### src/dma_exec_pkg.sv
package dma_exec_pkg;

	// ==========================================================
	// opcode bytes and opcode groups
	localparam logic [7:0] OP_NOP       = 8'h18;
	localparam logic [7:0] OP_RMB       = 8'h12;
	localparam logic [7:0] OP_WMB       = 8'h13;
	localparam logic [7:0] OP_SEV       = 8'h34;
	localparam logic [7:0] OP_MOV       = 8'hBC;
	localparam logic [5:0] OP_ST_GRP    = 6'h02;  // op[7:2], bs and x below
	localparam logic [5:0] OP_STP_GRP   = 6'h0A;  // op[7:2], op[0] set
	localparam logic [5:0] OP_WFP_GRP   = 6'h0C;  // op[7:2]
	localparam logic [2:0] OP_LPE_HI    = 3'h1;   // op[7:5], op[3] set

	// ==========================================================
	// field positions inside the instruction word
	localparam int BIT_X        = 0;
	localparam int BIT_BS       = 1;
	localparam int BIT_LC       = 2;
	localparam int BIT_LPE_MARK = 3;
	localparam int BIT_NF       = 4;
	localparam int JUMP_LSB     = 8;
	localparam int IDX_LSB      = 11;
	localparam int RD_LSB       = 8;
	localparam int IMM_LSB      = 16;

	// move targets
	localparam logic [2:0] RD_SRC  = 3'h0;
	localparam logic [2:0] RD_CTRL = 3'h1;
	localparam logic [2:0] RD_DST  = 3'h2;

	// instruction lengths in bytes
	localparam logic [31:0] LEN_1 = 32'h1;
	localparam logic [31:0] LEN_2 = 32'h2;
	localparam logic [31:0] LEN_6 = 32'h6;

	// ==========================================================
	// channel control fields used by the store path
	localparam int CCR_DST_INC      = 14;
	localparam int CCR_DST_SIZE_LSB = 15;
	localparam int CCR_DST_LEN_LSB  = 18;

	// ==========================================================
	// register offsets and reset values
	localparam logic [7:0]  REG_CTRL   = 8'h00;
	localparam logic [7:0]  REG_STATUS = 8'h04;
	localparam logic [7:0]  REG_SRC    = 8'h08;
	localparam logic [7:0]  REG_DST    = 8'h0C;
	localparam logic [7:0]  REG_CCR    = 8'h10;
	localparam logic [7:0]  REG_LC0    = 8'h14;
	localparam logic [7:0]  REG_LC1    = 8'h18;
	localparam logic [7:0]  REG_INTEN  = 8'h1C;
	localparam logic [7:0]  REG_PC     = 8'h20;
	localparam logic [31:0] RST_WORD   = 32'h0;
	localparam int          CTRL_RUN   = 0;
	localparam int          CTRL_CLR   = 1;

	// configured event count and peripheral acknowledge codes
	localparam logic [5:0] NUM_EVENTS = 6'h10;
	localparam logic [1:0] ACK_SINGLE = 2'h0;
	localparam logic [1:0] ACK_BURST  = 2'h1;

	// ==========================================================
	// state encodings
	typedef enum logic [2:0] {
		EX_FETCH = 3'b000,
		EX_STORE = 3'b001,
		EX_RMB   = 3'b010,
		EX_WFP   = 3'b011,
		EX_FAULT = 3'b100
	} exec_state_t;

	typedef enum logic [2:0] {
		SE_IDLE = 3'b000,
		SE_FILL = 3'b001,
		SE_ADDR = 3'b010,
		SE_DATA = 3'b011,
		SE_RESP = 3'b100
	} store_state_t;

endpackage

### src/store_if.sv
interface store_if;
	logic        start;
	logic [31:0] addr;
	logic [3:0]  len;
	logic [2:0]  size;
	logic        done;
	logic        err;

	modport ctl (output start, output addr, output len, output size,
	             input done, input err);
	modport eng (input start, input addr, input len, input size,
	             output done, output err);
endinterface

### src/dma_channel_instr_exec.sv
// Behaviour
// - store-single loop end: run on Single, exit on Burst
// - burst loop end: exit on Single, run on Burst
// - unqualified loop end always processed
// - set final flag, latch kind on wait
// - jump back by eight-bit offset
// - counted bit picks exit criterion
// - counter select bit picks loop counter
// - move writes source, control or destination
// - no-op only advances program counter
// - read barrier waits for loads to finish
// - event index raises event or interrupt
// - unimplemented event index aborts thread
// - store bursts to destination, then increments
// - single store: length one or no-op
// - burst store: no-op on Single
// - unqualified store always performed
// - burst starts only with full data
// - notify peripheral after write response
// - notify store: periph field, bs qualifier
// - counted end: zero exits, else decrement
// - endless end: jump until final flag
module dma_channel_instr_exec (
	input  wire logic        clk_i,
	input  wire logic        rst_i,
	// wishbone slave
	input  wire logic        cyc_i,
	input  wire logic        stb_i,
	input  wire logic        we_i,
	input  wire logic [7:0]  adr_i,
	input  wire logic [3:0]  sel_i,
	input  wire logic [31:0] dat_i,
	output logic [31:0]      dat_o,
	output logic             ack_o,
	// instruction stream
	input  wire logic        instr_valid_i,
	input  wire logic [47:0] instr_i,
	input  wire logic        instr_mgr_i,
	output logic             instr_ready_o,
	output logic [31:0]      pc_o,
	output logic             fault_o,
	// peripheral side
	input  wire logic        periph_req_i,
	input  wire logic        periph_burst_i,
	input  wire logic        periph_last_req_i,
	output logic             periph_ack_valid_o,
	output logic [1:0]       periph_ack_type_o,
	output logic [4:0]       periph_ack_num_o,
	// load side status and events
	input  wire logic        rd_busy_i,
	output logic [31:0]      event_o,
	output logic [31:0]      irq_o,
	// fifo and axi write channels
	input  wire logic [4:0]  fifo_count_i,
	input  wire logic [31:0] fifo_data_i,
	output logic             fifo_rd_o,
	output logic             awvalid_o,
	input  wire logic        awready_i,
	output logic [31:0]      awaddr_o,
	output logic [3:0]       awlen_o,
	output logic [2:0]       awsize_o,
	output logic             wvalid_o,
	input  wire logic        wready_i,
	output logic [31:0]      wdata_o,
	output logic             wlast_o,
	output logic             bready_o,
	input  wire logic        bvalid_i,
	input  wire logic [1:0]  bresp_i
);
	dma_exec_pkg::exec_state_t state_r;
	logic [31:0] src_addr_reg_r;
	logic [31:0] dest_addr_reg_r;
	logic [31:0] chan_ctrl_reg_r;
	logic [7:0]  lc0_r;
	logic [7:0]  lc1_r;
	logic [31:0] inten_r;
	logic        run_r;
	logic        req_kind_flag_r;   // 1 = Burst
	logic        final_req_flag_r;
	logic        notify_r;
	logic [4:0]  notify_num_r;
	logic        wb_hit;
	logic        wb_wr;
	logic [31:0] wb_rdata;
	logic        accept;
	logic [7:0]  op;
	logic        is_nop;
	logic        is_rmb;
	logic        is_sev;
	logic        is_mov;
	logic        is_st;
	logic        is_stp;
	logic        is_wfp;
	logic        is_lpe;
	logic        chan_only;
	logic        legal;
	logic        st_go;
	logic        st_single;
	logic        bad_event;
	logic [4:0]  ev_idx;
	logic [31:0] ev_onehot;
	logic [31:0] pc_step;
	logic [2:0]  dst_size;
	logic [3:0]  dst_len;
	logic [3:0]  st_len;
	logic [31:0] st_bytes;
	logic        lp_jump;
	logic        lp_dec0;
	logic        lp_dec1;
	logic        lp_exit_endless;

	store_if st_bus ();

	// ==========================================================
	// decode
	assign op        = instr_i[7:0];
	assign is_nop    = (op == dma_exec_pkg::OP_NOP);
	assign is_rmb    = (op == dma_exec_pkg::OP_RMB);
	assign is_sev    = (op == dma_exec_pkg::OP_SEV);
	assign is_mov    = (op == dma_exec_pkg::OP_MOV);
	assign is_st     = (op[7:2] == dma_exec_pkg::OP_ST_GRP);
	assign is_stp    = (op[7:2] == dma_exec_pkg::OP_STP_GRP) && op[dma_exec_pkg::BIT_X];
	assign is_wfp    = (op[7:2] == dma_exec_pkg::OP_WFP_GRP);
	assign is_lpe    = !is_stp && (op[7:5] == dma_exec_pkg::OP_LPE_HI) &&
	                   op[dma_exec_pkg::BIT_LPE_MARK];
	// manager may only run the no-op and event ops
	assign chan_only = is_rmb || is_mov || is_st || is_stp || is_wfp || is_lpe;
	assign legal     = is_nop || is_sev || (chan_only && !instr_mgr_i);
	assign ev_idx    = instr_i[dma_exec_pkg::IDX_LSB +: 5];
	assign ev_onehot = 32'h1 << ev_idx;
	assign bad_event = is_sev && ({1'b0, ev_idx} >= dma_exec_pkg::NUM_EVENTS);

	// ==========================================================
	// store qualification: x and bs both clear always, x set kind must match bs
	always_comb begin
		st_go     = !op[dma_exec_pkg::BIT_BS] && !op[dma_exec_pkg::BIT_X];
		st_single = 1'b0;
		if (is_stp || op[dma_exec_pkg::BIT_X]) begin
			if (op[dma_exec_pkg::BIT_BS]) begin
				st_go = req_kind_flag_r;
			end else begin
				st_go     = !req_kind_flag_r;
				st_single = 1'b1;
			end
		end
	end

	// ==========================================================
	// burst shape taken from the channel control word
	assign dst_size = chan_ctrl_reg_r[dma_exec_pkg::CCR_DST_SIZE_LSB +: 3];
	assign dst_len  = chan_ctrl_reg_r[dma_exec_pkg::CCR_DST_LEN_LSB +: 4];
	assign st_len   = st_single ? 4'h0 : dst_len;
	assign st_bytes = ({28'h0, st_len} + 32'h1) << dst_size;

	always_comb begin
		pc_step = dma_exec_pkg::LEN_1;
		if (is_mov)
			pc_step = dma_exec_pkg::LEN_6;
		else if (is_sev || is_stp || is_wfp || is_lpe)
			pc_step = dma_exec_pkg::LEN_2;
	end

	assign accept        = instr_valid_i && instr_ready_o;
	assign instr_ready_o = run_r && (state_r == dma_exec_pkg::EX_FETCH);
	assign fault_o       = (state_r == dma_exec_pkg::EX_FAULT);

	loop_eval u_loop (
		.op_i           (instr_i[15:0]),
		.lc0_i          (lc0_r),
		.lc1_i          (lc1_r),
		.final_i        (final_req_flag_r),
		.burst_i        (req_kind_flag_r),
		.jump_o         (lp_jump),
		.dec0_o         (lp_dec0),
		.dec1_o         (lp_dec1),
		.exit_endless_o (lp_exit_endless)
	);

	// store launch, issued in the accept cycle
	assign st_bus.start = accept && legal && (is_st || is_stp) && st_go;
	assign st_bus.addr  = dest_addr_reg_r;
	assign st_bus.len   = st_len;
	assign st_bus.size  = dst_size;

	store_engine u_store (
		.clk_i        (clk_i),
		.rst_i        (rst_i),
		.st           (st_bus),
		.fifo_count_i (fifo_count_i),
		.fifo_data_i  (fifo_data_i),
		.fifo_rd_o    (fifo_rd_o),
		.awvalid_o    (awvalid_o),
		.awready_i    (awready_i),
		.awaddr_o     (awaddr_o),
		.awlen_o      (awlen_o),
		.awsize_o     (awsize_o),
		.wvalid_o     (wvalid_o),
		.wready_i     (wready_i),
		.wdata_o      (wdata_o),
		.wlast_o      (wlast_o),
		.bready_o     (bready_o),
		.bvalid_i     (bvalid_i),
		.bresp_i      (bresp_i)
	);

	// ==========================================================
	// sequencer: stalls on store, barrier and peripheral wait
	always_ff @(posedge clk_i) begin
		if (rst_i) begin
			state_r <= dma_exec_pkg::EX_FETCH;
		end else begin
			unique case (state_r)
				dma_exec_pkg::EX_FETCH: begin
					if (accept) begin
						if (!legal || bad_event)
							state_r <= dma_exec_pkg::EX_FAULT;
						else if (st_bus.start)
							state_r <= dma_exec_pkg::EX_STORE;
						else if (is_rmb)
							state_r <= dma_exec_pkg::EX_RMB;
						else if (is_wfp)
							state_r <= dma_exec_pkg::EX_WFP;
					end
				end
				dma_exec_pkg::EX_STORE: begin
					if (st_bus.done)
						state_r <= st_bus.err ? dma_exec_pkg::EX_FAULT
						                      : dma_exec_pkg::EX_FETCH;
				end
				dma_exec_pkg::EX_RMB: begin
					if (!rd_busy_i)
						state_r <= dma_exec_pkg::EX_FETCH;
				end
				dma_exec_pkg::EX_WFP: begin
					if (periph_req_i)
						state_r <= dma_exec_pkg::EX_FETCH;
				end
				dma_exec_pkg::EX_FAULT: begin
					if (wb_wr && adr_i == dma_exec_pkg::REG_CTRL &&
					    sel_i[0] && dat_i[dma_exec_pkg::CTRL_CLR])
						state_r <= dma_exec_pkg::EX_FETCH;
				end
				default: state_r <= dma_exec_pkg::EX_FAULT;
			endcase
		end
	end

	// ==========================================================
	// program counter: no-op and skipped ops only step forward
	always_ff @(posedge clk_i) begin
		if (rst_i) begin
			pc_o <= dma_exec_pkg::RST_WORD;
		end else if (accept && legal && !bad_event) begin
			if (is_lpe && lp_jump)
				pc_o <= pc_o - {24'h0, instr_i[dma_exec_pkg::JUMP_LSB +: 8]};
			else
				pc_o <= pc_o + pc_step;
		end else if (wb_wr && adr_i == dma_exec_pkg::REG_PC) begin
			pc_o <= dat_i;
		end
	end

	// ==========================================================
	// address and control registers: execution beats the bus
	always_ff @(posedge clk_i) begin
		if (rst_i) begin
			src_addr_reg_r  <= dma_exec_pkg::RST_WORD;
			dest_addr_reg_r <= dma_exec_pkg::RST_WORD;
			chan_ctrl_reg_r <= dma_exec_pkg::RST_WORD;
		end else if (accept && legal && is_mov) begin
			unique case (instr_i[dma_exec_pkg::RD_LSB +: 3])
				dma_exec_pkg::RD_SRC:  src_addr_reg_r  <= instr_i[dma_exec_pkg::IMM_LSB +: 32];
				dma_exec_pkg::RD_CTRL: chan_ctrl_reg_r <= instr_i[dma_exec_pkg::IMM_LSB +: 32];
				dma_exec_pkg::RD_DST:  dest_addr_reg_r <= instr_i[dma_exec_pkg::IMM_LSB +: 32];
				default: ;
			endcase
		end else if (st_bus.start && chan_ctrl_reg_r[dma_exec_pkg::CCR_DST_INC]) begin
			dest_addr_reg_r <= dest_addr_reg_r + st_bytes;
		end else if (wb_wr) begin
			unique case (adr_i)
				dma_exec_pkg::REG_SRC: src_addr_reg_r  <= dat_i;
				dma_exec_pkg::REG_DST: dest_addr_reg_r <= dat_i;
				dma_exec_pkg::REG_CCR: chan_ctrl_reg_r <= dat_i;
				default: ;
			endcase
		end
	end

	// ==========================================================
	// loop counters and software controls
	always_ff @(posedge clk_i) begin
		if (rst_i) begin
			lc0_r   <= 8'h00;
			lc1_r   <= 8'h00;
			inten_r <= dma_exec_pkg::RST_WORD;
			run_r   <= 1'b0;
		end else begin
			if (accept && legal && is_lpe && lp_dec0)
				lc0_r <= lc0_r - 8'h01;
			else if (wb_wr && adr_i == dma_exec_pkg::REG_LC0 && sel_i[0])
				lc0_r <= dat_i[7:0];
			if (accept && legal && is_lpe && lp_dec1)
				lc1_r <= lc1_r - 8'h01;
			else if (wb_wr && adr_i == dma_exec_pkg::REG_LC1 && sel_i[0])
				lc1_r <= dat_i[7:0];
			if (wb_wr && adr_i == dma_exec_pkg::REG_INTEN)
				inten_r <= dat_i;
			if (wb_wr && adr_i == dma_exec_pkg::REG_CTRL && sel_i[0])
				run_r <= dat_i[dma_exec_pkg::CTRL_RUN];
		end
	end

	// ==========================================================
	// request flags; a last request arriving during the clear wins
	always_ff @(posedge clk_i) begin
		if (rst_i) begin
			req_kind_flag_r  <= 1'b0;
			final_req_flag_r <= 1'b0;
		end else begin
			if (state_r == dma_exec_pkg::EX_WFP && periph_req_i)
				req_kind_flag_r <= periph_burst_i;
			if (periph_req_i && periph_last_req_i)
				final_req_flag_r <= 1'b1;
			else if (accept && legal && is_lpe && lp_exit_endless)
				final_req_flag_r <= 1'b0;
		end
	end

	// ==========================================================
	// send event: enable bit picks interrupt over event, one-cycle pulses
	always_ff @(posedge clk_i) begin
		if (rst_i) begin
			event_o <= 32'h0;
			irq_o   <= 32'h0;
		end else begin
			event_o <= 32'h0;
			irq_o   <= 32'h0;
			if (accept && legal && is_sev && !bad_event) begin
				if (inten_r[ev_idx])
					irq_o <= ev_onehot;
				else
					event_o <= ev_onehot;
			end
		end
	end

	// ==========================================================
	// peripheral notify only after the write response is back
	always_ff @(posedge clk_i) begin
		if (rst_i) begin
			notify_r           <= 1'b0;
			notify_num_r       <= 5'h0;
			periph_ack_valid_o <= 1'b0;
			periph_ack_type_o  <= dma_exec_pkg::ACK_SINGLE;
			periph_ack_num_o   <= 5'h0;
		end else begin
			periph_ack_valid_o <= 1'b0;
			if (st_bus.start) begin
				notify_r     <= is_stp;
				notify_num_r <= ev_idx;
			end
			if (st_bus.done && notify_r) begin
				periph_ack_valid_o <= 1'b1;
				periph_ack_num_o   <= notify_num_r;
				periph_ack_type_o  <= req_kind_flag_r ? dma_exec_pkg::ACK_BURST
				                                      : dma_exec_pkg::ACK_SINGLE;
			end
		end
	end

	// ==========================================================
	// wishbone slave: ack one cycle after strobe, write at the ack edge
	assign wb_hit = cyc_i && stb_i;
	assign wb_wr  = wb_hit && we_i && ack_o;

	always_comb begin
		unique case (adr_i)
			dma_exec_pkg::REG_CTRL:   wb_rdata = {31'h0, run_r};
			dma_exec_pkg::REG_STATUS: wb_rdata = {26'h0, final_req_flag_r, req_kind_flag_r,
			                                      notify_r, state_r};
			dma_exec_pkg::REG_SRC:    wb_rdata = src_addr_reg_r;
			dma_exec_pkg::REG_DST:    wb_rdata = dest_addr_reg_r;
			dma_exec_pkg::REG_CCR:    wb_rdata = chan_ctrl_reg_r;
			dma_exec_pkg::REG_LC0:    wb_rdata = {24'h0, lc0_r};
			dma_exec_pkg::REG_LC1:    wb_rdata = {24'h0, lc1_r};
			dma_exec_pkg::REG_INTEN:  wb_rdata = inten_r;
			dma_exec_pkg::REG_PC:     wb_rdata = pc_o;
			default:                  wb_rdata = 32'h0;
		endcase
	end

	always_ff @(posedge clk_i) begin
		if (rst_i) begin
			ack_o <= 1'b0;
			dat_o <= 32'h0;
		end else begin
			ack_o <= wb_hit && !ack_o;
			if (wb_hit && !ack_o)
				dat_o <= wb_rdata;
		end
	end
endmodule // dma_channel_instr_exec

### src/loop_eval.sv
module loop_eval (
	input  wire logic [15:0] op_i,
	input  wire logic [7:0]  lc0_i,
	input  wire logic [7:0]  lc1_i,
	input  wire logic        final_i,
	input  wire logic        burst_i,
	output logic             jump_o,
	output logic             dec0_o,
	output logic             dec1_o,
	output logic             exit_endless_o
);
	logic       pass;
	logic [7:0] cnt;

	// ==========================================================
	// qualifier check and exit criterion
	always_comb begin
		// x clear: always; x set: request kind must match bs
		pass           = !op_i[dma_exec_pkg::BIT_X] ||
		                 (op_i[dma_exec_pkg::BIT_BS] == burst_i);
		cnt            = op_i[dma_exec_pkg::BIT_LC] ? lc1_i : lc0_i;
		jump_o         = 1'b0;
		dec0_o         = 1'b0;
		dec1_o         = 1'b0;
		exit_endless_o = 1'b0;
		if (pass) begin
			if (op_i[dma_exec_pkg::BIT_NF]) begin
				// counted loop: zero count leaves
				if (cnt != 8'h00) begin
					jump_o = 1'b1;
					dec0_o = !op_i[dma_exec_pkg::BIT_LC];
					dec1_o = op_i[dma_exec_pkg::BIT_LC];
				end
			end else begin
				jump_o         = !final_i;
				exit_endless_o = final_i;
			end
		end
	end
endmodule // loop_eval

### src/store_engine.sv
module store_engine (
	input  wire logic        clk_i,
	input  wire logic        rst_i,
	store_if.eng             st,
	input  wire logic [4:0]  fifo_count_i,
	input  wire logic [31:0] fifo_data_i,
	output logic             fifo_rd_o,
	output logic             awvalid_o,
	input  wire logic        awready_i,
	output logic [31:0]      awaddr_o,
	output logic [3:0]       awlen_o,
	output logic [2:0]       awsize_o,
	output logic             wvalid_o,
	input  wire logic        wready_i,
	output logic [31:0]      wdata_o,
	output logic             wlast_o,
	output logic             bready_o,
	input  wire logic        bvalid_i,
	input  wire logic [1:0]  bresp_i
);
	dma_exec_pkg::store_state_t state_r;
	logic [3:0]                 beat_r;

	// handshakes come straight from state, data straight from the fifo head
	assign awvalid_o = (state_r == dma_exec_pkg::SE_ADDR);
	assign wvalid_o  = (state_r == dma_exec_pkg::SE_DATA);
	assign bready_o  = (state_r == dma_exec_pkg::SE_RESP);
	assign wlast_o   = wvalid_o && (beat_r == awlen_o);
	assign wdata_o   = fifo_data_i;
	assign fifo_rd_o = wvalid_o && wready_i;

	// ==========================================================
	// burst sequencing
	always_ff @(posedge clk_i) begin
		if (rst_i) begin
			state_r  <= dma_exec_pkg::SE_IDLE;
			beat_r   <= 4'h0;
			awaddr_o <= 32'h0;
			awlen_o  <= 4'h0;
			awsize_o <= 3'h0;
			st.done  <= 1'b0;
			st.err   <= 1'b0;
		end else begin
			st.done <= 1'b0;
			unique case (state_r)
				dma_exec_pkg::SE_IDLE: begin
					if (st.start) begin
						awaddr_o <= st.addr;
						awlen_o  <= st.len;
						awsize_o <= st.size;
						beat_r   <= 4'h0;
						state_r  <= dma_exec_pkg::SE_FILL;
					end
				end
				dma_exec_pkg::SE_FILL: begin
					// whole burst must already sit in the fifo
					if (fifo_count_i > {1'b0, awlen_o})
						state_r <= dma_exec_pkg::SE_ADDR;
				end
				dma_exec_pkg::SE_ADDR: begin
					if (awready_i)
						state_r <= dma_exec_pkg::SE_DATA;
				end
				dma_exec_pkg::SE_DATA: begin
					if (wready_i) begin
						beat_r <= beat_r + 4'h1;
						if (wlast_o)
							state_r <= dma_exec_pkg::SE_RESP;
					end
				end
				dma_exec_pkg::SE_RESP: begin
					if (bvalid_i) begin
						st.done <= 1'b1;
						st.err  <= bresp_i[1];
						state_r <= dma_exec_pkg::SE_IDLE;
					end
				end
			endcase
		end
	end
endmodule // store_engine

### config.mk
export PLATFORM = sky130hd
export DESIGN_NAME = dma_channel_instr_exec
export DESIGN_NICKNAME = d
export VERILOG_FILES = /design/src/dma_exec_pkg.sv /design/src/store_if.sv /design/src/dma_channel_instr_exec.sv /design/src/loop_eval.sv /design/src/store_engine.sv
export SDC_FILE = /design/constraint.sdc
export NUM_CORES = 1
export LEC_CHECK = 0
export BUFFER_PORTS_ARGS = -buffer_cell sky130_fd_sc_hd__buf_2
export CAP_MARGIN = 25
export CORE_ASPECT_RATIO = 1.25
export CORE_MARGIN = 10
export CORE_UTILIZATION = 30
export DETAILED_ROUTE_END_ITERATION = 16
export PLACE_DENSITY = 0.5
export RECOVER_POWER = 25
export REMOVE_ABC_BUFFERS = 1
export SYNTH_ARGS = -nofsm -noshare
export SYNTH_HDL_FRONTEND = slang
export SYNTH_SLANG_ARGS = --single-unit
### constraint.sdc
create_clock -name clk_i -period 6 [get_ports clk_i]
set_input_delay 0.6 -clock clk_i [delete_from_list [all_inputs] [get_ports clk_i]]
set_output_delay 0.6 -clock clk_i [all_outputs]
set_load 0.01 [all_outputs]
==> impl_metrics.tcl, run 1 <==
set metrics [dict create \
    outcome "finished, violations left" \
    violations "capacitance limit, slew limit" \
    fin_skew_ps 21.4 \
    setup_tns_ps 0 \
    routed_wl_mm 72.5 \
    power_density_nw_per_um2 255 \
    io_pins 360 \
    synth_area_um2 17700 \
    reg2reg_setup_slack_ps 590 \
    final_common_cell "dfxtp_1" \
    grt_max_degree 121 \
    layout_setup_ws_ps 588 \
    synth_edf_count 0 \
    cts-hold-fix-buffers 0 \
    seq_area_um2 6810 \
    multiInputGateArea_um2 10100 \
    hold_slack_ps 274 \
    post_cts_buffers 0 \
    worst_pin_slew_ps 3030 \
    grt-ovfl-total 0 \
    cts_buffers 41 \
    final_cell_mix "dfxtp_1, nand2_1, nor2_1, a21oi_1, buf_2" \
    drive_gt1_share_pct 14.8 \
    r2r-start "lc1_r[0]" \
    p_leak_nw 8.02 \
    critPathKind "flip-flop to flip-flop" \
    ys_seq_area_share_pct 38.4 \
    cp-endpoint "pc_o[30]" \
    reg2reg_depth 17 \
    synth_top_cell_by_area "dfxtp_1" \
    routabilityCongestion 0.901 \
    ctsLongestPathBuffers 3 \
    grt_pass1_vias 16900 \
    fmax_mhz 185 \
    fin_nets 2619 \
    cts_root_buf "clkbuf_16" \
    vias 17300 \
    fin_crit_sh_pct 90.2 \
    first_pass_iters 5 \
    cp_max_fo 12 \
    area_growth_pct 19.2 \
    syn_inst 2195 \
    fin_crit_ps 5410 \
    critPathLaunchType "flip-flop" \
    io_buffer_count 290 \
    yosys-top-cells-area "dfxtp_1, a21oi_1, nand2_1" \
    track_usage_pct 20.1 \
    drc 0 \
    ys.flop_type "dfxtp_1" \
    synth-seq-cells 340 \
    clk_latency_ps 580 \
    drtIter0Drc 1353 \
    slew_headroom_pct -102 \
    die_w_um 237 \
    worstPathRequired_ps 6400 \
    die-area_um2 69200 \
    wire_per_inst_um 22.6 \
    r2r_end "pc_o[30]" \
    num-fill-cells 6228 \
    synth_top_area_share_pct 38.4 \
    avgSynthCellArea_um2 8.07 \
    slew_viol_final 218 \
    peakVddDrop_v 0.000208 \
    grt_pass1_wl_mm 107 \
    finalPower_w 0.00539 \
    async_flop_share_pct 0 \
    postCtsResizedCells 0 \
    rsz0062_at_grt "no" \
    start_util_pct 30.3 \
    fp.dieH_um 292 \
    htree_levels 2 \
    via_per_inst 5.38 \
    clock-sinks 340 \
    dp_slack_ps 570 \
    crit_path_end_kind "flip-flop" \
    hold_path_class "input port to flip-flop" \
    crit_arrival_ps 5820 \
    core_area_um2 58500 \
    core.rowCount 99 \
    maxCapViolations 3 \
    setup_viol 0 \
    ys_types 93 \
    cts_tree "yes" \
    hold_violations 0 \
    antenna_found_initial 7 \
    dp_hpwl_mm 54.4 \
    yosysWarnings 0 \
    clk_pin_slew_ps 60 \
    n_antenna_cell 0 \
    ant_nets 0 \
    crit_start "lc1_r[0]" \
]
per-stage QoR:
stage / util, % / instance area (µm²) / std cells
after floorplan: - / 17000 / 2051
after global placement: 33.7 / 19700 / 3130
after detailed placement: 33.8 / 19800 / 3132
after CTS: 36.4 / 21300 / 3206
after global routing: 36.1 / 21100 / 3206
final: 36.1 / 21100 / 3206
kinds of logic (layout without fill, tap and decap cells):
| group | Yosys count | in the layout | share of synthesized area (%) |
|---|---|---|---|
| XOR/XNOR | 38 | 38 | 1.88 |
| other | 1 | 33 | 0.0212 |
| AO/OA/AOI/OAI | 604 | 604 | 22.0 |
| flip-flops | 340 | 340 | 38.4 |
| AND/OR/NAND/NOR | 828 | 828 | 20.9 |
| buffers and inverters | 214 | 436 | 5.51 |
| multiplexers | 114 | 114 | 7.27 |
| adder cells (fa/ha/maj) | 56 | 56 | 4.04 |
cells in the mapped netlist (12+ instances only):
cell and instances:
a311oi_1 22, inv_1 37, and3_1 12, nand2_1 292
o21ai_0 69, buf_4 38, a31oi_1 24, dfxtp_1 340
nor3_1 49, xnor2_1 26, ha_1 54, nor2_1 292
a21oi_1 245, a211oi_1 87, mux2i_1 96, o21a_1 14
clkbuf_1 112, or3_1 14, buf_2 18, xor2_1 12
a221oi_1 25, nand3_1 58, a21o_1 26, o22ai_1 12
nor2b_1 15, nand2b_1 16
layer usage:
layer	wire length, µm	share of wire [%]	track usage [%]	vias to the layer above
li1	-	-	-	8219
met1	29300	40	23.7	8330
met2	36000	50	35.2	568
met3	4430	6.1	4.15	127
met4	2720	3.8	7.47	6
met5	46	0.063	0	-
layout make-up:
type                    count  share of cell area, %
multi-input cells        1673                   47.8
flip-flops and latches    340                   32.2
well taps                 757                   4.48
inverters                  38                  0.675
repair buffers            324                   7.67
clock inverters            19                   1.49
clock buffers              55                   5.63
report_power, final:
group          total, W  internal [W]  switching, W
clock network   0.00280       0.00174       0.00106
registers       0.00229       0.00228     0.0000146
logic          0.000305     0.0000977      0.000207
how the worst min path moves through the flow:
stage                              start                    to  depth (start not counted)
floorplan                 u_store.st.err        u_store.st.err                          2
global placement     u_store.awaddr_o[3]   u_store.awaddr_o[3]                          2
detailed placement  u_store.awaddr_o[16]  u_store.awaddr_o[16]                          2
CTS                       periph_burst_i       req_kind_flag_r                          3
global route                   dat_i[10]           inten_r[10]                          3
finish                    periph_burst_i       req_kind_flag_r                          3
worst max-delay path: stages (launching register included):
cell and delay, ps:
dfxtp_1 360, nor3_1 460, nand2_1 130, or3_1 350, o21ai_0 410, a31oi_1 200
buf_4 210, or2_2 460, ha_1 440, a211o_1 280, o211ai_1 120, o211ai_1 160
nor3_1 350, nor3_1 130, o41a_1 440, a41o_1 300, mux2i_1 130, a2111oi_0 310
state kept, by name (all words and copies together), names as in the netlist, 32 cells and up:
signal,count
u_store.awaddr_o,32
src_addr_reg_r,32
dat_o,32
inten_r,32
irq_o,32
chan_ctrl_reg_r,32
dest_addr_reg_r,32
event_o,32
pc_o,32
Power figures use the tool's default switching activity.
==> run 2: changes to the inputs <==
- SYNTH_HIERARCHICAL: unset -> 1
==> impl_metrics.tcl, run 2 <==
set metrics [dict create \
    outcome "finished, violations left" \
    maxCapViolations 2 \
    crit_path_end_kind "flip-flop" \
    power_density_nw_per_um2 242 \
    use_met2_pct 33.2 \
    netlist_top_cells_count "dfxtp_1, nand2_1, nor2_1, a21oi_1, clkbuf_1" \
    syn_inst 2112 \
    start_util_pct 30.2 \
    cts-hold-fix-buffers 0 \
    max_stage_delay_ps 570 \
    hold_slack_ps 262 \
    final_common_cell "dfxtp_1" \
    cts_tree "yes" \
    slew_headroom_pct -113 \
    grt.met1_usage_pct 24.3 \
    ys_seq_area_share_pct 38.7 \
    wire_per_inst_um 23.0 \
    r2r_end "pc_o[29]" \
    clock-sinks 340 \
    htree_levels 2 \
    post_cts_buffers 0 \
    hp-start "periph_burst_i" \
    design_area_um2 20700 \
    postCtsResizedCells 0 \
    slew_viol_final 175 \
    async_flop_share_pct 0 \
    num-fill-cells 6203 \
    reg2reg_setup_slack_ps 1020 \
    p_leak_nw 7.71 \
    synth_top_cell_by_area "dfxtp_1" \
    die_w_um 236 \
    critPathKind "flip-flop to flip-flop" \
    busiest_layer "met2" \
    cp_common_cell "a211oi_1" \
    io_buffer_count 290 \
    ys_types 86 \
    synth_top_area_share_pct 38.7 \
    ys.flop_type "dfxtp_1" \
    worst_pin_slew_ps 3200 \
    core_area_um2 58200 \
    dp_hpwl_mm 53.3 \
    yosysWarnings 6 \
    grt_pass1_wl_mm 106 \
    fin_skew_ps 31.9 \
    synth_edf_count 0 \
    cts_root_buf "clkbuf_16" \
    pwr-share-seq_pct 45.3 \
    fp.dieH_um 291 \
    critPathLaunchType "flip-flop" \
    die-area_um2 68700 \
    final_cell_mix "dfxtp_1, nand2_1, nor2_1, a21oi_1, buf_2" \
    pwr-share-comb_pct 5.1 \
    crit_chain "or4_4 -> nor4_4 -> a211oi_1 -> nand3_1 -> nand2b_1 -> ha_1 -> a211oi_1 -> nor2_1 -> o31ai_1 -> o311a_1 -> o21bai_1 -> a41oi_1 -> a211oi_1 -> a2111oi_0" \
    fmax_mhz 201 \
    fin_crit_sh_pct 83.0 \
    core.rowCount 99 \
    routed_wl_mm 71.7 \
    io_pins 360 \
    peakVddDrop_v 0.000193 \
    reg2reg_depth 14 \
    hold_depth 3 \
    grt_max_degree 140 \
    drtIter0Drc 1682 \
    grt_pass1_vias 16700 \
    r2r-start "lc0_r[2]" \
    synth-seq-cells 340 \
    fin_crit_ps 4980 \
    clk_pin_slew_ps 60 \
    ctsLongestPathBuffers 3 \
    antenna_found_initial 10 \
    ant_nets 0 \
    p_int_w 0.00380 \
    fin_nets 2533 \
    drc 0 \
    synth_area_um2 17600 \
    vias 17200 \
    hold_path_end "req_kind_flag_r" \
    area_growth_pct 18.0 \
    via_per_inst 5.49 \
    crit_arrival_ps 5400 \
    cp_num_buf_inv 0 \
    drive_gt1_share_pct 15.4 \
    placed_area_um2 19500 \
    p_sw_share_pct 24.2 \
    finalPower_w 0.00502 \
    crit_family "compound AO/OA/AOI/OAI gates" \
    violations "capacitance limit, slew limit" \
    grt_util_met3_pct 4.50 \
    grt-ovfl-total 0 \
    first_pass_iters 8 \
    routabilityCongestion 0.926 \
    rsz0062_at_grt "no" \
    clk_latency_ps 590 \
    pwr-share-clk_pct 49.6 \
    cts_buffers 40 \
    setup_viol 0 \
    yosys-top-cells-area "dfxtp_1, a21oi_1, nand2_1" \
    hold_violations 0 \
    cp_slowest_cell "or4_4" \
    yosysMostFrequentCell "dfxtp_1" \
    p_switching_w 0.00122 \
    cp_max_fo 13 \
    track_usage_pct 19.8 \
    avgSynthCellArea_um2 8.32 \
    hold_path_class "input port to flip-flop" \
    worstPathRequired_ps 6420 \
]
run 2: changes by cell type after synthesis, moves of 11 or more:
cell / delta
a21oi_1: -19
mux2i_1: -49
a222oi_1: +34
and3_1: +14
a221oi_1: -12
a211oi_2: +29
nand2_1: -21
a211oi_1: -24
a22oi_1: +32
nor2_1: -37
o21ai_0: -11
run 2: final cells by class:
type	instances	area (µm²)	share of cell area, %
repair buffers	321	1600	7.73
inverters	34	128	0.616
clock inverters	10	118	0.567
clock buffers	62	1190	5.76
flip-flops and latches	340	6810	32.8
multi-input cells	1595	9920	47.9
diodes	4	10.0	0.0483
well taps	757	947	4.57
run 2: how the worst max path moves through the flow:
stage	start	endpoint	slack, ps	cells after the start
4_1_cts	lc0_r[2]	pc_o[27]	1130	14
3_3_place_gp	instr_i[1]	dest_addr_reg_r[17]	900	18
5_1_grt	lc0_r[3]	pc_o[29]	580	14
2_1_floorplan	instr_i[1]	chan_ctrl_reg_r[0]	-280	6
6_report	lc0_r[2]	pc_o[29]	1020	14
3_5_place_dp	instr_i[2]	pc_o[29]	840	17
run 2: cells by family after synthesis:
kind of cell | count (synthesis) | share of synthesized area, %
xor+xnor | 39 | 1.94
other cells | 1 | 0.0213
simple gates | 764 | 19.7
mux | 60 | 4.15
flops | 340 | 38.7
buf+inv | 209 | 5.82
compound gates | 643 | 25.5
fa+ha+maj | 56 | 4.07
run 2: per-stage QoR:
| step | setup TNS, ps | std cells | util, % | setup WS [ps] |
|---|---|---|---|---|
| 2_1_floorplan | -8640 | 1969 | - | -280 |
| 3_3_place_gp | 0 | 3045 | 33.5 | 898 |
| 3_5_place_dp | 0 | 3046 | 33.5 | 842 |
| 4_1_cts | 0 | 3118 | 35.8 | 1130 |
| 5_1_grt | 0 | 3122 | 35.6 | 580 |
| 6_report | 0 | 3123 | 35.6 | 1020 |
run 2: per-layer routing:
| metal | vias to the layer above | share of wire, % | routed length (µm) |
|---|---|---|---|
| met3 | 108 | 7.3 | 5240 |
| met5 | - | 0.053 | 38 |
| met1 | 8315 | 41 | 29600 |
| met4 | 6 | 3.3 | 2340 |
| met2 | 613 | 48 | 34500 |
| li1 | 8117 | - | - |
run 2: tightest hold or removal path: cells and delay by family:
family | cells | cell delay, ps
buf+inv | 1 | 80
mux | 1 | 50
simple gates | 1 | 70
run 2: power groups by stage:
stage	sequential, W	clock, W	combinational, W
2_1_floorplan	0.00233	0	0.0000870
3_3_place_gp	0.00232	0	0.000255
3_5_place_dp	0.00232	0	0.000257
4_1_cts	0.00227	0.00256	0.000258
5_1_grt	0.00227	0.00264	0.000276
6_report	0.00227	0.00249	0.000257
==> run 3: changes to the inputs <==
- PLACE_DENSITY: 0.5 -> 0.52
- clock period: 6 -> 4.5 ns (I/O delays scaled with it)
==> impl_metrics.tcl, run 3 (synthesis gave the netlist of run 2 again) <==
set metrics [dict create \
    outcome "finished, violations left" \
    violations "capacitance limit, slew limit" \
    vias 17300 \
    die_w_um 236 \
    p_leak_nw 8.04 \
    rsz0062_at_grt "no" \
    routabilityCongestion 0.918 \
    grt_pass1_wl_mm 106 \
    track_usage_pct 19.8 \
    clk_pin_slew_ps 60 \
    peakVddDrop_v 0.000234 \
    io_buffer_count 290 \
    utilization_pct 36.5 \
    crit_arrival_ps 4670 \
    fp.dieH_um 291 \
    cp_slowest_cell "or4_4" \
    ctsLongestPathBuffers 3 \
    fin_crit_ps 4230 \
    slew_headroom_pct -19.2 \
    worstPathRequired_ps 4940 \
    worst_pin_slew_ps 1790 \
    placed_area_um2 20000 \
    critPathLaunchType "flip-flop" \
    clk_latency_ps 580 \
    fin_nets 2587 \
    crit_path_end_kind "flip-flop" \
    via_per_inst 5.44 \
    start_util_pct 30.2 \
    fin_crit_sh_pct 94.0 \
    critPathKind "flip-flop to flip-flop" \
    grt-ovfl-total 0 \
    io_pins 360 \
    core_area_um2 58200 \
    grt_max_degree 112 \
    post_cts_buffers 0 \
    max_stage_delay_ps 570 \
    crit_chain "or4_4 -> nor4_4 -> a211oi_1 -> nand3_1 -> buf_12 -> mux2i_1 -> ha_1 -> o211ai_1 -> a21oi_1 -> o41ai_1 -> buf_4 -> o311a_1 -> o21bai_1 -> a41oi_2 -> a21o_1 -> a2111oi_0" \
    ant_nets 0 \
    area_growth_pct 20.8 \
    cts_buffers 39 \
    drtIter0Drc 1827 \
    clock-sinks 340 \
    fin_skew_ps 15.1 \
    dp_hpwl_mm 53.9 \
    dp_slack_ps -4.82 \
    die-area_um2 68700 \
    power_density_nw_per_um2 319 \
    hold_violations 0 \
    hold_path_class "input port to flip-flop" \
    slew_viol_final 35 \
    drc 0 \
    cts-hold-fix-buffers 0 \
    setup_viol 0 \
    wire_per_inst_um 22.6 \
    cts_tree "yes" \
    setup_tns_ps 0 \
    fmax_mhz 236 \
    routed_wl_mm 71.8 \
    grt_pass1_vias 16800 \
    maxCapViolations 1 \
    postCtsResizedCells 0 \
    final_common_cell "dfxtp_1" \
    layout_setup_ws_ps 269 \
    cp_max_fo 12 \
    htree_levels 2 \
    final_cell_mix "dfxtp_1, nand2_1, nor2_1, a21oi_1, buf_2" \
    drive_gt1_share_pct 17.6 \
    first_pass_iters 8 \
    design_area_um2 21200 \
    core.rowCount 99 \
    antenna_found_initial 9 \
    hold_slack_ps 133 \
    cts_root_buf "clkbuf_16" \
]
## run 3: cell count changes in the layout (fill, tap and decap cells not counted), moves of 3 or more
cell	delta
bufinv_16	+3
buf_12	+5
clkbuf_1	-8
clkinv_2	+6
clkbuf_8	-3
buf_4	+49
## run 3: cell type report
cell class,instances,area [µm²]
clock inverters,20,249
flip-flops and latches,340,6810
fillers,6118,37000
diodes,4,10.0
inverters,34,128
repair buffers,376,2090
multi-input cells,1595,9920
clock buffers,50,1080
well taps,757,947
## run 3: routing by layer
metal / up-vias / routed length (µm) / track usage, %
met5: - / 23 / 0.288
met4: 4 / 2240 / 6.81
met3: 105 / 5320 / 4.61
met2: 649 / 34600 / 33.3
met1: 8304 / 29600 / 24.1
li1: 8205 / - / -
## run 3: worst paths after layout
kind / start / end / slack (ps) / cells after the start
setup / recovery: lc0_r[2] / pc_o[29] / 270 / 16
hold / removal: periph_burst_i / req_kind_flag_r / 130 / 3
setup reg to reg: lc0_r[2] / pc_o[29] / 270 / 16
hold reg to reg: u_store/awaddr_o[4] / u_store/awaddr_o[4] / 450 / 2
## run 3: where the power goes
group / internal (W) / switching [W]
Sequential: 0.00303 / 0.00000629
Clock: 0.00199 / 0.00140
Combinational: 0.000110 / 0.000244
Total: 0.00513 / 0.00165
## run 3: critical path, delay by kind of cell, from the launching register on
kind,cells,cell delay (ps)
AO/OA/AOI/OAI,9,1890
AND/OR/NAND/NOR,3,1100
flip-flops,1,310
adder cells (fa/ha/maj),1,280
buffers and inverters,2,300
multiplexers,1,210
## run 3: metrics by stage
step	total power [W]	std cells
3_5_place_dp	0.00345	3100
6_report	0.00677	3176
3_3_place_gp	0.00345	3099
5_1_grt	0.00699	3175
2_1_floorplan	0.00322	1969
4_1_cts	0.00686	3170
